$ cat src/scp_regs.vh
// How it works
// RULE_01: chip select low, first eight bits command
// RULE_02: write command stores following bytes in storage
// RULE_03: read returns identification byte, then data bytes
// RULE_04: data input sampled on serial clock rise
// RULE_05: data output changes on serial clock fall
// RULE_06: ignore data input while read data returns
// RULE_07: host raises chip select; command ends there
// RULE_08: host releases shared line during read data
// RULE_09: long clock-high pauses between bytes keep state
// RULE_10: host needs only a half-duplex port
// RULE_11: interrupt output high on signaling input change
// RULE_12: system keeps line master clock running always
// RULE_13: data output floats unless returning read data
// RULE_14: command bits 3 and 4 pick class
// RULE_15: at most eight data bytes each way
// RULE_16: every byte travels most significant bit first
// RULE_17: early chip select rise drops partial byte
`ifndef SCP_REGS_VH
`define SCP_REGS_VH

// command byte fields
`define SCP_CMD_CLS_LO    3
`define SCP_CMD_CLS_HI    4
`define SCP_CMD_RD_BIT    5
`define SCP_CMD_CNT_HI    2
`define SCP_CMD_CH_LO     6
`define SCP_CMD_CH_HI     7

// storage class codes after decode
`define SCP_CLS_COEF      2'h0
`define SCP_CLS_STAT      2'h2
`define SCP_CLS_EXT       2'h3

// identification byte, value arbitrary
`define SCP_ID_BYTE       8'h5a

// reset value of storage bytes
`define SCP_MEM_RST       8'h00

// signal input debounce, in ref_clk cycles
`define SCP_DEB_CYCLES    16'h0040

// serial state codes
`define SCP_ST_IDLE       3'h0
`define SCP_ST_CMD        3'h1
`define SCP_ST_WDATA      3'h2
`define SCP_ST_RDATA      3'h3
`define SCP_ST_DONE       3'h4

`endif

$ cat src/scp_sig_irq.v
`timescale 1ns/1ps
`default_nettype none
`include "scp_regs.vh"

// debounces synchronised signaling inputs and raises a sticky interrupt
module scp_sig_irq #(
    parameter             SIG_W = 8,
    parameter [15:0]      DEB   = `SCP_DEB_CYCLES
) (
    input  wire             clk,
    input  wire             rst_n,
    input  wire [SIG_W-1:0] sig_s,
    input  wire             clr,
    output reg  [SIG_W-1:0] stable_q,
    output reg              irq_q
);

    reg [SIG_W-1:0] cand_q;   // last value seen on the inputs
    reg [15:0]      cnt_q;    // cycles the candidate has held
    wire            evt;      // stable value changes this cycle

    // a change counts only once it has held for the debounce time
    assign evt = (cnt_q == DEB) && (cand_q != stable_q);

    // debounce counter; restarts on any wiggle so glitches never fire
    always @(posedge clk or negedge rst_n) begin
        if (!rst_n) begin
            cand_q   <= {SIG_W{1'b0}};
            cnt_q    <= 16'h0000;
            stable_q <= {SIG_W{1'b0}};
        end else begin
            cand_q <= sig_s;
            if (sig_s != cand_q) begin
                cnt_q <= 16'h0000;
            end else if (cnt_q != DEB) begin
                cnt_q <= cnt_q + 16'h0001;
            end
            if (evt) begin
                stable_q <= cand_q;
            end
        end
    end

    // sticky flag; a change in the clearing cycle still sets it
    always @(posedge clk or negedge rst_n) begin
        if (!rst_n) begin
            irq_q <= 1'b0;
        end else if (evt) begin
            irq_q <= 1'b1; // RULE_11
        end else if (clr) begin
            irq_q <= 1'b0;
        end
    end

endmodule
`default_nettype wire

$ cat src/scp_top.v
`timescale 1ns/1ps
`default_nettype none
`include "scp_regs.vh"

// serial control port: command decode, byte storage, read-back, interrupt
module scp_top #(
    parameter             SIG_W = 8,
    parameter [15:0]      DEB   = `SCP_DEB_CYCLES
) (
    input  wire             ref_clk,
    input  wire             rstn,
    input  wire             cs_n,
    input  wire             serial_clock,
    input  wire             din,
    output reg              dout_q,
    output reg              dout_oe_q,
    input  wire [SIG_W-1:0] sig_in,
    output reg              irq_q
);

    // reset release chain; assertion stays asynchronous
    reg  [1:0]       rst_q;
    wire             rst_n;

    // two-flop synchronisers plus one history stage for edge finding
    reg  [1:0]       cs_s_q;
    reg  [1:0]       sck_s_q;
    reg  [1:0]       din_s_q;
    reg  [SIG_W-1:0] sig_m_q;
    reg  [SIG_W-1:0] sig_s_q;
    reg              sck_h_q;
    reg              cs_h_q;

    // serial engine state
    reg  [2:0]       st_q;
    reg  [2:0]       bit_q;      // bits received in current byte
    reg  [7:0]       rx_q;       // receive shift register
    reg  [7:0]       cmd_q;      // latched command byte
    reg  [2:0]       idx_q;      // byte index into storage
    reg  [7:0]       tx_q;       // transmit shift register
    reg  [2:0]       txb_q;      // bits sent of current byte
    reg              tx_id_q;    // identification byte not yet loaded
    reg              tx_last_q;  // the byte now shifting is the last
    reg              clr_q;      // one-cycle interrupt clear

    // byte storage: coefficient, status and extended classes per channel
    reg  [7:0]       mem_q [0:127];
    wire [SIG_W-1:0] sig_stable;
    wire             irq_w;
    wire             sck_rise;
    wire             sck_fall;
    wire             cs_act;
    wire [7:0]       rx_byte;
    wire [7:0]       rd_byte;
    wire [7:0]       id_byte;    // identification value, arbitrary
    integer          i;

    // command class from bits 3 and 4: 0x coefficient, 10 status, 11 extended
    function [1:0] scp_cls;
        input [7:0] c;
        begin
            scp_cls = {c[`SCP_CMD_CLS_HI],
                       c[`SCP_CMD_CLS_HI] & c[`SCP_CMD_CLS_LO]}; // RULE_14
        end
    endfunction

    // storage index from class, channel and byte position
    function [6:0] scp_addr;
        input [7:0] c;
        input [2:0] n;
        begin
            scp_addr = {scp_cls(c), c[`SCP_CMD_CH_HI:`SCP_CMD_CH_LO], n};
        end
    endfunction

    assign rst_n    = rst_q[1];
    assign sck_rise = sck_s_q[1] & ~sck_h_q;
    assign sck_fall = ~sck_s_q[1] & sck_h_q;
    assign cs_act   = ~cs_s_q[1];
    assign rx_byte  = {rx_q[6:0], din_s_q[1]}; // RULE_16
    assign id_byte  = `SCP_ID_BYTE;
    // extended byte 0 reflects the debounced signal inputs
    assign rd_byte  = (scp_cls(cmd_q) == `SCP_CLS_EXT && idx_q == 3'h0)
                      ? sig_stable[7:0] : mem_q[scp_addr(cmd_q, idx_q)];

    // reset synchroniser
    always @(posedge ref_clk or negedge rstn) begin
        if (!rstn) begin
            rst_q <= 2'b00;
        end else begin
            rst_q <= {rst_q[0], 1'b1};
        end
    end

    // pin synchronisers; only the second stage feeds any logic
    always @(posedge ref_clk or negedge rst_n) begin
        if (!rst_n) begin
            cs_s_q  <= 2'b11;
            sck_s_q <= 2'b11;
            din_s_q <= 2'b00;
            sig_m_q <= {SIG_W{1'b0}};
            sig_s_q <= {SIG_W{1'b0}};
            sck_h_q <= 1'b1;
            cs_h_q  <= 1'b1;
        end else begin
            cs_s_q  <= {cs_s_q[0], cs_n};
            sck_s_q <= {sck_s_q[0], serial_clock};
            din_s_q <= {din_s_q[0], din};
            sig_m_q <= sig_in;
            sig_s_q <= sig_m_q;
            sck_h_q <= sck_s_q[1];
            cs_h_q  <= cs_s_q[1];
        end
    end

    // receive side and command sequencing on serial clock rise; read index step and read end on serial clock fall
    always @(posedge ref_clk or negedge rst_n) begin
        if (!rst_n) begin
            st_q  <= `SCP_ST_IDLE;
            bit_q <= 3'h0;
            rx_q  <= 8'h00;
            cmd_q <= 8'h00;
            idx_q <= 3'h0;
            clr_q <= 1'b0;
            for (i = 0; i < 128; i = i + 1) begin
                mem_q[i] <= `SCP_MEM_RST;
            end
        end else begin
            clr_q <= 1'b0;
            if (!cs_act) begin
                // chip select high ends any command and drops partial bytes
                st_q  <= `SCP_ST_IDLE; // RULE_07 RULE_17
                bit_q <= 3'h0;
            end else if (cs_h_q) begin
                // falling chip select: next eight bits form the command
                st_q  <= `SCP_ST_CMD; // RULE_01
                bit_q <= 3'h0;
            end else if (sck_rise) begin
                // state is held between edges, so pauses cost nothing
                case (st_q) // RULE_09
                    `SCP_ST_CMD: begin
                        rx_q  <= rx_byte; // RULE_04
                        bit_q <= bit_q + 3'h1;
                        if (bit_q == 3'h7) begin
                            cmd_q <= rx_byte;
                            // count field is bytes minus one, eight at most
                            idx_q <= rx_byte[`SCP_CMD_CNT_HI:0]; // RULE_15
                            if (rx_byte[`SCP_CMD_RD_BIT]) begin
                                st_q <= `SCP_ST_RDATA; // RULE_03
                                // reading the extended class acknowledges
                                clr_q <= (scp_cls(rx_byte) == `SCP_CLS_EXT);
                            end else begin
                                st_q <= `SCP_ST_WDATA;
                            end
                        end
                    end
                    `SCP_ST_WDATA: begin
                        rx_q  <= rx_byte;
                        bit_q <= bit_q + 3'h1;
                        if (bit_q == 3'h7) begin
                            // first byte lands in the highest index
                            mem_q[scp_addr(cmd_q, idx_q)] <= rx_byte; // RULE_02
                            idx_q <= idx_q - 3'h1;
                            if (idx_q == 3'h0) begin
                                st_q <= `SCP_ST_DONE;
                            end
                        end
                    end
                    `SCP_ST_RDATA: begin
                        // data input is not looked at while returning data
                        bit_q <= 3'h0; // RULE_06
                    end
                    `SCP_ST_DONE: begin
                        bit_q <= 3'h0;
                    end
                    default: begin
                        bit_q <= 3'h0;
                    end
                endcase
            end else if (st_q == `SCP_ST_RDATA && sck_fall && txb_q == 3'h0
                         && tx_last_q) begin
                // last bit has had its rise; the fall after it ends the read
                st_q <= `SCP_ST_DONE;
            end else if (st_q == `SCP_ST_RDATA && sck_fall && txb_q == 3'h0
                         && !tx_id_q) begin
                // a data byte was just loaded; step to the next one down
                idx_q <= idx_q - 3'h1;
            end
        end
    end

    // transmit side: new bit on each serial clock fall during read data
    always @(posedge ref_clk or negedge rst_n) begin
        if (!rst_n) begin
            dout_q    <= 1'b0;
            dout_oe_q <= 1'b0;
            tx_q      <= 8'h00;
            txb_q     <= 3'h0;
            tx_id_q   <= 1'b1;
            tx_last_q <= 1'b0;
        end else if (st_q != `SCP_ST_RDATA) begin
            // output floats whenever no read data is due
            dout_oe_q <= 1'b0; // RULE_13
            txb_q     <= 3'h0;
            tx_id_q   <= 1'b1;
            tx_last_q <= 1'b0;
        end else if (sck_fall && txb_q == 3'h0 && tx_last_q) begin
            // dropping earlier would lose the last bit before the host samples it
            dout_oe_q <= 1'b0; // RULE_13
        end else if (sck_fall) begin
            dout_oe_q <= 1'b1; // RULE_08
            txb_q     <= txb_q + 3'h1;
            if (txb_q == 3'h0) begin
                if (tx_id_q) begin
                    // identification goes out ahead of the data
                    dout_q    <= id_byte[7]; // RULE_03
                    tx_q      <= {id_byte[6:0], 1'b0};
                    tx_id_q   <= 1'b0;
                end else begin
                    dout_q    <= rd_byte[7]; // RULE_05 RULE_16
                    tx_q      <= {rd_byte[6:0], 1'b0};
                    tx_last_q <= (idx_q == 3'h0);
                end
            end else begin
                dout_q <= tx_q[7]; // RULE_05
                tx_q   <= {tx_q[6:0], 1'b0};
            end
        end
    end

    // signaling input change detector and sticky interrupt
    scp_sig_irq #(
        .SIG_W (SIG_W),
        .DEB   (DEB)
    ) u_sig (
        .clk      (ref_clk),
        .rst_n    (rst_n),
        .sig_s    (sig_s_q),
        .clr      (clr_q),
        .stable_q (sig_stable),
        .irq_q    (irq_w)
    );

    // output copy keeps the pin straight from a flop
    always @(posedge ref_clk or negedge rst_n) begin
        if (!rst_n) begin
            irq_q <= 1'b0;
        end else begin
            irq_q <= irq_w; // RULE_11
        end
    end

endmodule
`default_nettype wire

$ cat config.mk
export PLATFORM = sky130hd
export DESIGN_NAME = scp_top
export DESIGN_NICKNAME = d
export VERILOG_FILES = /design/src/scp_sig_irq.v /design/src/scp_top.v
export VERILOG_INCLUDE_DIRS = /design/src
export SDC_FILE = /design/constraint.sdc
export NUM_CORES = 1
export LEC_CHECK = 0
export ABC_AREA = 1
export BUFFER_PORTS_ARGS = -buffer_cell sky130_fd_sc_hd__buf_4
export CAP_MARGIN = 20
export CORE_ASPECT_RATIO = 0.6
export CORE_MARGIN = 10
export CORE_UTILIZATION = 62
export DETAILED_ROUTE_END_ITERATION = 6
export PLACE_DENSITY = 0.77
export SLEW_MARGIN = 25
export SYNTH_ARGS = -nofsm -noshare
export SYNTH_HDL_FRONTEND = slang
export SYNTH_SLANG_ARGS = --single-unit
$ cat constraint.sdc
create_clock -name ref_clk -period 34.8 [get_ports ref_clk]
set_input_delay 3.48 -clock ref_clk [delete_from_list [all_inputs] [get_ports ref_clk]]
set_output_delay 3.48 -clock ref_clk [all_outputs]
set_load 0.005 [all_outputs]
==> flow_summary.json <==
{
  "core-area_um2": 62900,
  "path_cells": "buf_4",
  "drt_iter0_drc": 4863,
  "powerDensity_nw_per_um2": 52.5,
  "num_vias": 34800,
  "syn_area_um2": 39500,
  "cts_hold_buf": 0,
  "die_y_um": 216,
  "finalNetCount": 4974,
  "initial_utilization_pct": 62.9,
  "synth_top_family_by_area": "simple AND/OR/NAND/NOR gates",
  "cp_top_family": "flip-flops",
  "synth_compound_area_share_pct": 12.9,
  "synth_fa_ha_area_share_pct": 0.253,
  "rows": 71,
  "root_buffer": "clkbuf_16",
  "max_stage_delay_ns": 0.41,
  "drt-wirelength-per-cell_um": 20.2,
  "drc": 13,
  "synth_top_area_cell": "dfrtp_1",
  "drv_slew": 0,
  "yosysWarnings": 0,
  "cts_tree": "built",
  "multi_input_area_um2": 16200,
  "holdWs_ns": 0.348,
  "syn_avg_cell_area_um2": 7.69,
  "netlist_instances": 5142,
  "yosys-top-cells-area": "dfrtp_1, nand2_1, o21ai_0, clkbuf_1, nor2_1",
  "synth_edf_count": 0,
  "cp.arrival_ns": 1.20,
  "tns_ns": 0,
  "ant_nets": 0,
  "grt_use_total_pct": 31.3,
  "grt_pass1_wl_um": 188000,
  "ios": 16,
  "rsz0062_at_grt": "false",
  "tightestPinTransition_ns": 1.06,
  "synth_top_area_share_pct": 54.2,
  "yosys.area_share.xor_xnor_pct": 0.266,
  "hold_viol": 0,
  "gp_congestion": 0.989,
  "seqCellArea_um2": 21600,
  "area_growth_pct": 7.96,
  "grt_antenna_before_repair": 0,
  "hold_depth": 0,
  "die_area_um2": 74600,
  "muxShareOfSynthArea_pct": 0,
  "grt_max_degree": 192,
  "htree_levels": 3,
  "cts_resized": 0,
  "viasPerCell": 5.95,
  "max_freq_ghz": 0.214,
  "portBuffers": 15,
  "cp_num_cells": 1,
  "fillers": 5154,
  "crit_type": "reg -> out",
  "die_w_um": 346,
  "worstSetupStartpointType": "flop",
  "async_reset_ff_share_pct": 100,
  "synth_seq_cells": 863,
  "ys_seq_area_share_pct": 54.7,
  "grt_pass1_vias": 32100,
  "diodes": 0,
  "hpwl_um": 71200,
  "min_path_type": "reg -> reg",
  "drv_cap": 0,
  "path_max_fanout": 2,
  "fin_crit_sh_pct": 13.5,
  "layout-drive-gt1-share_pct": 5.18,
  "clk_pin_slew_ns": 0.07,
  "r2r_cells": 13,
  "finClkSkew_ns": 0.0200,
  "numCtsBuffers": 79,
  "cp.buffers_inverters": 1,
  "overflow": 0,
  "violations": "DRC",
  "end_kind": "primary output",
  "wl_um": 119000,
  "outcome": "finished, violations left",
  "syn_nets": 5163,
  "slew_headroom_pct": 29.4,
  "synthSimpleGateAreaFrac_pct": 27.5,
  "postCtsSetupRepairBufs": 0,
  "p_leak_nw": 20.7,
  "period_needed_ns": 4.68,
  "setup_viol": 0,
  "cp_slowest_cell": "dfrtp_1",
  "ys.flop_type": "dfrtp_1",
  "ys_types": 43,
  "clock-sinks": 863,
  "dr.pass1.iters": 7,
  "vdd_drop_max_v": 0.0000364,
  "clock_path_buffers": 3,
  "required_ns": 31.32,
  "insertion_delay_ns": 0.64
}
[registers in the layout, summed over array words and instances, names as in the netlist, 2 cells and up]
signal / flops
rst_q: 2
idx_q: 3
cmd_q: 4
bit_q: 3
din_s_q: 2
tx_q: 7
u_sig.stable_q: 8
sig_m_q: 8
cs_s_q: 2
mem_q: 768
rx_q: 7
u_sig.cand_q: 8
sck_s_q: 2
u_sig.cnt_q: 16
st_q: 3
sig_s_q: 8
txb_q: 3
[cells by family after synthesis]
logic type	count (synthesis)
adder cells (fa/ha/maj)	8
other	1
buffers and inverters	451
XOR/XNOR	12
AO/OA/AOI/OAI	993
AND/OR/NAND/NOR	2814
flip-flops	863
[power breakdown]
part | switching, mW | internal [mW] | leakage, nW
clock network | 0.398 | 0.539 | 1.37
logic | 0.240 | 0.0384 | 7.41
registers | 0.0181 | 1.01 | 12.0
total | 0.656 | 1.59 | 20.7
[layout make-up]
type,count,area share [%]
tap,839,2.46
clock buffer,117,5.70
clock inverter,29,0.809
sequential,863,50.6
inverter,117,1.07
timing repair buffer,64,1.33
multi-input combinational,3828,38.0
[stage by stage]
stage / instance area, µm² / instances / power, mW / worst slack [ns] / util, %
finish: 42700 / 5857 / 2.24 / 30.12 / 67.9
global route: 42700 / 5857 / 2.30 / 29.78 / 67.9
CTS: 42600 / 5855 / 2.23 / 29.96 / 67.8
detailed placement: 39800 / 5709 / 1.31 / 29.99 / 63.4
global placement: 39800 / 5707 / 1.31 / 30.00 / 63.3
floorplan: 39500 / 5142 / 1.21 / 8.98 / -
[synth_stat cells, drive strengths merged, types with 8 or more instances]
master     n
inv      115
nor2     156
nand2   2523
ha         8
o21ai    883
o211ai    27
nand4     18
xor2       9
or2       18
buf       76
nor3      12
a21oi     61
dfrtp    856
nand3     79
clkbuf   258
[cells in the final DEF (no fill, tap or decap), types with 21 or more instances in the layout]
master        n
inv_1       102
o21ai_0     870
nand2_1    2522
nand3_1      78
clkinv_2     21
o211ai_1     27
clkbuf_8     23
dfrtp_1     852
nor2_1      146
a21oi_1      61
clkbuf_16    83
buf_4        53
[path summary, 6_finish.rpt]
check | from | to | slack [ns]
setup / recovery | dout_q$_DFFE_PN0P_ | dout_q | 30.12
hold / removal | sig_m_q[4]$_DFF_PN0_ | sig_s_q[4]$_DFF_PN0_ | 0.35
setup reg to reg | idx_q[2]$_DFFE_PN0P_ | dout_q$_DFFE_PN0P_ | 30.36
hold reg to reg | sig_m_q[4]$_DFF_PN0_ | sig_s_q[4]$_DFF_PN0_ | 0.35
max in group asynchronous | rst_q[1]$_DFF_PN0_ | mem_q[885]$_DFFE_PN0P_ | 30.38
min in group asynchronous | rst_q[1]$_DFF_PN0_ | u_sig.cnt_q[8]$_DFFE_PN0P_ | 0.43
[layer usage]
metal  up-vias  share of wire [%]  global-route usage, %
met2      1978                 40                   42.7
met3       309                 13                   9.66
met1     16600                 43                   46.4
met5         -                  0                      0
li1      16000                  -                      -
met4         0                3.8                   11.0
[worst register-to-register path, stage by stage, from the launching register on]
cell,delay [ns]
dfrtp_2,0.61
buf_4,0.41
inv_2,0.56
buf_4,0.67
nand2_2,0.46
nor2_2,0.74
a22oi_1,0.20
nand2_1,0.12
nand2_1,0.06
nand2_1,0.07
o21ai_0,0.13
nand2_1,0.16
nand2_1,0.07
a21boi_1,0.11
Note: power is estimated with default switching activity, not from simulation.
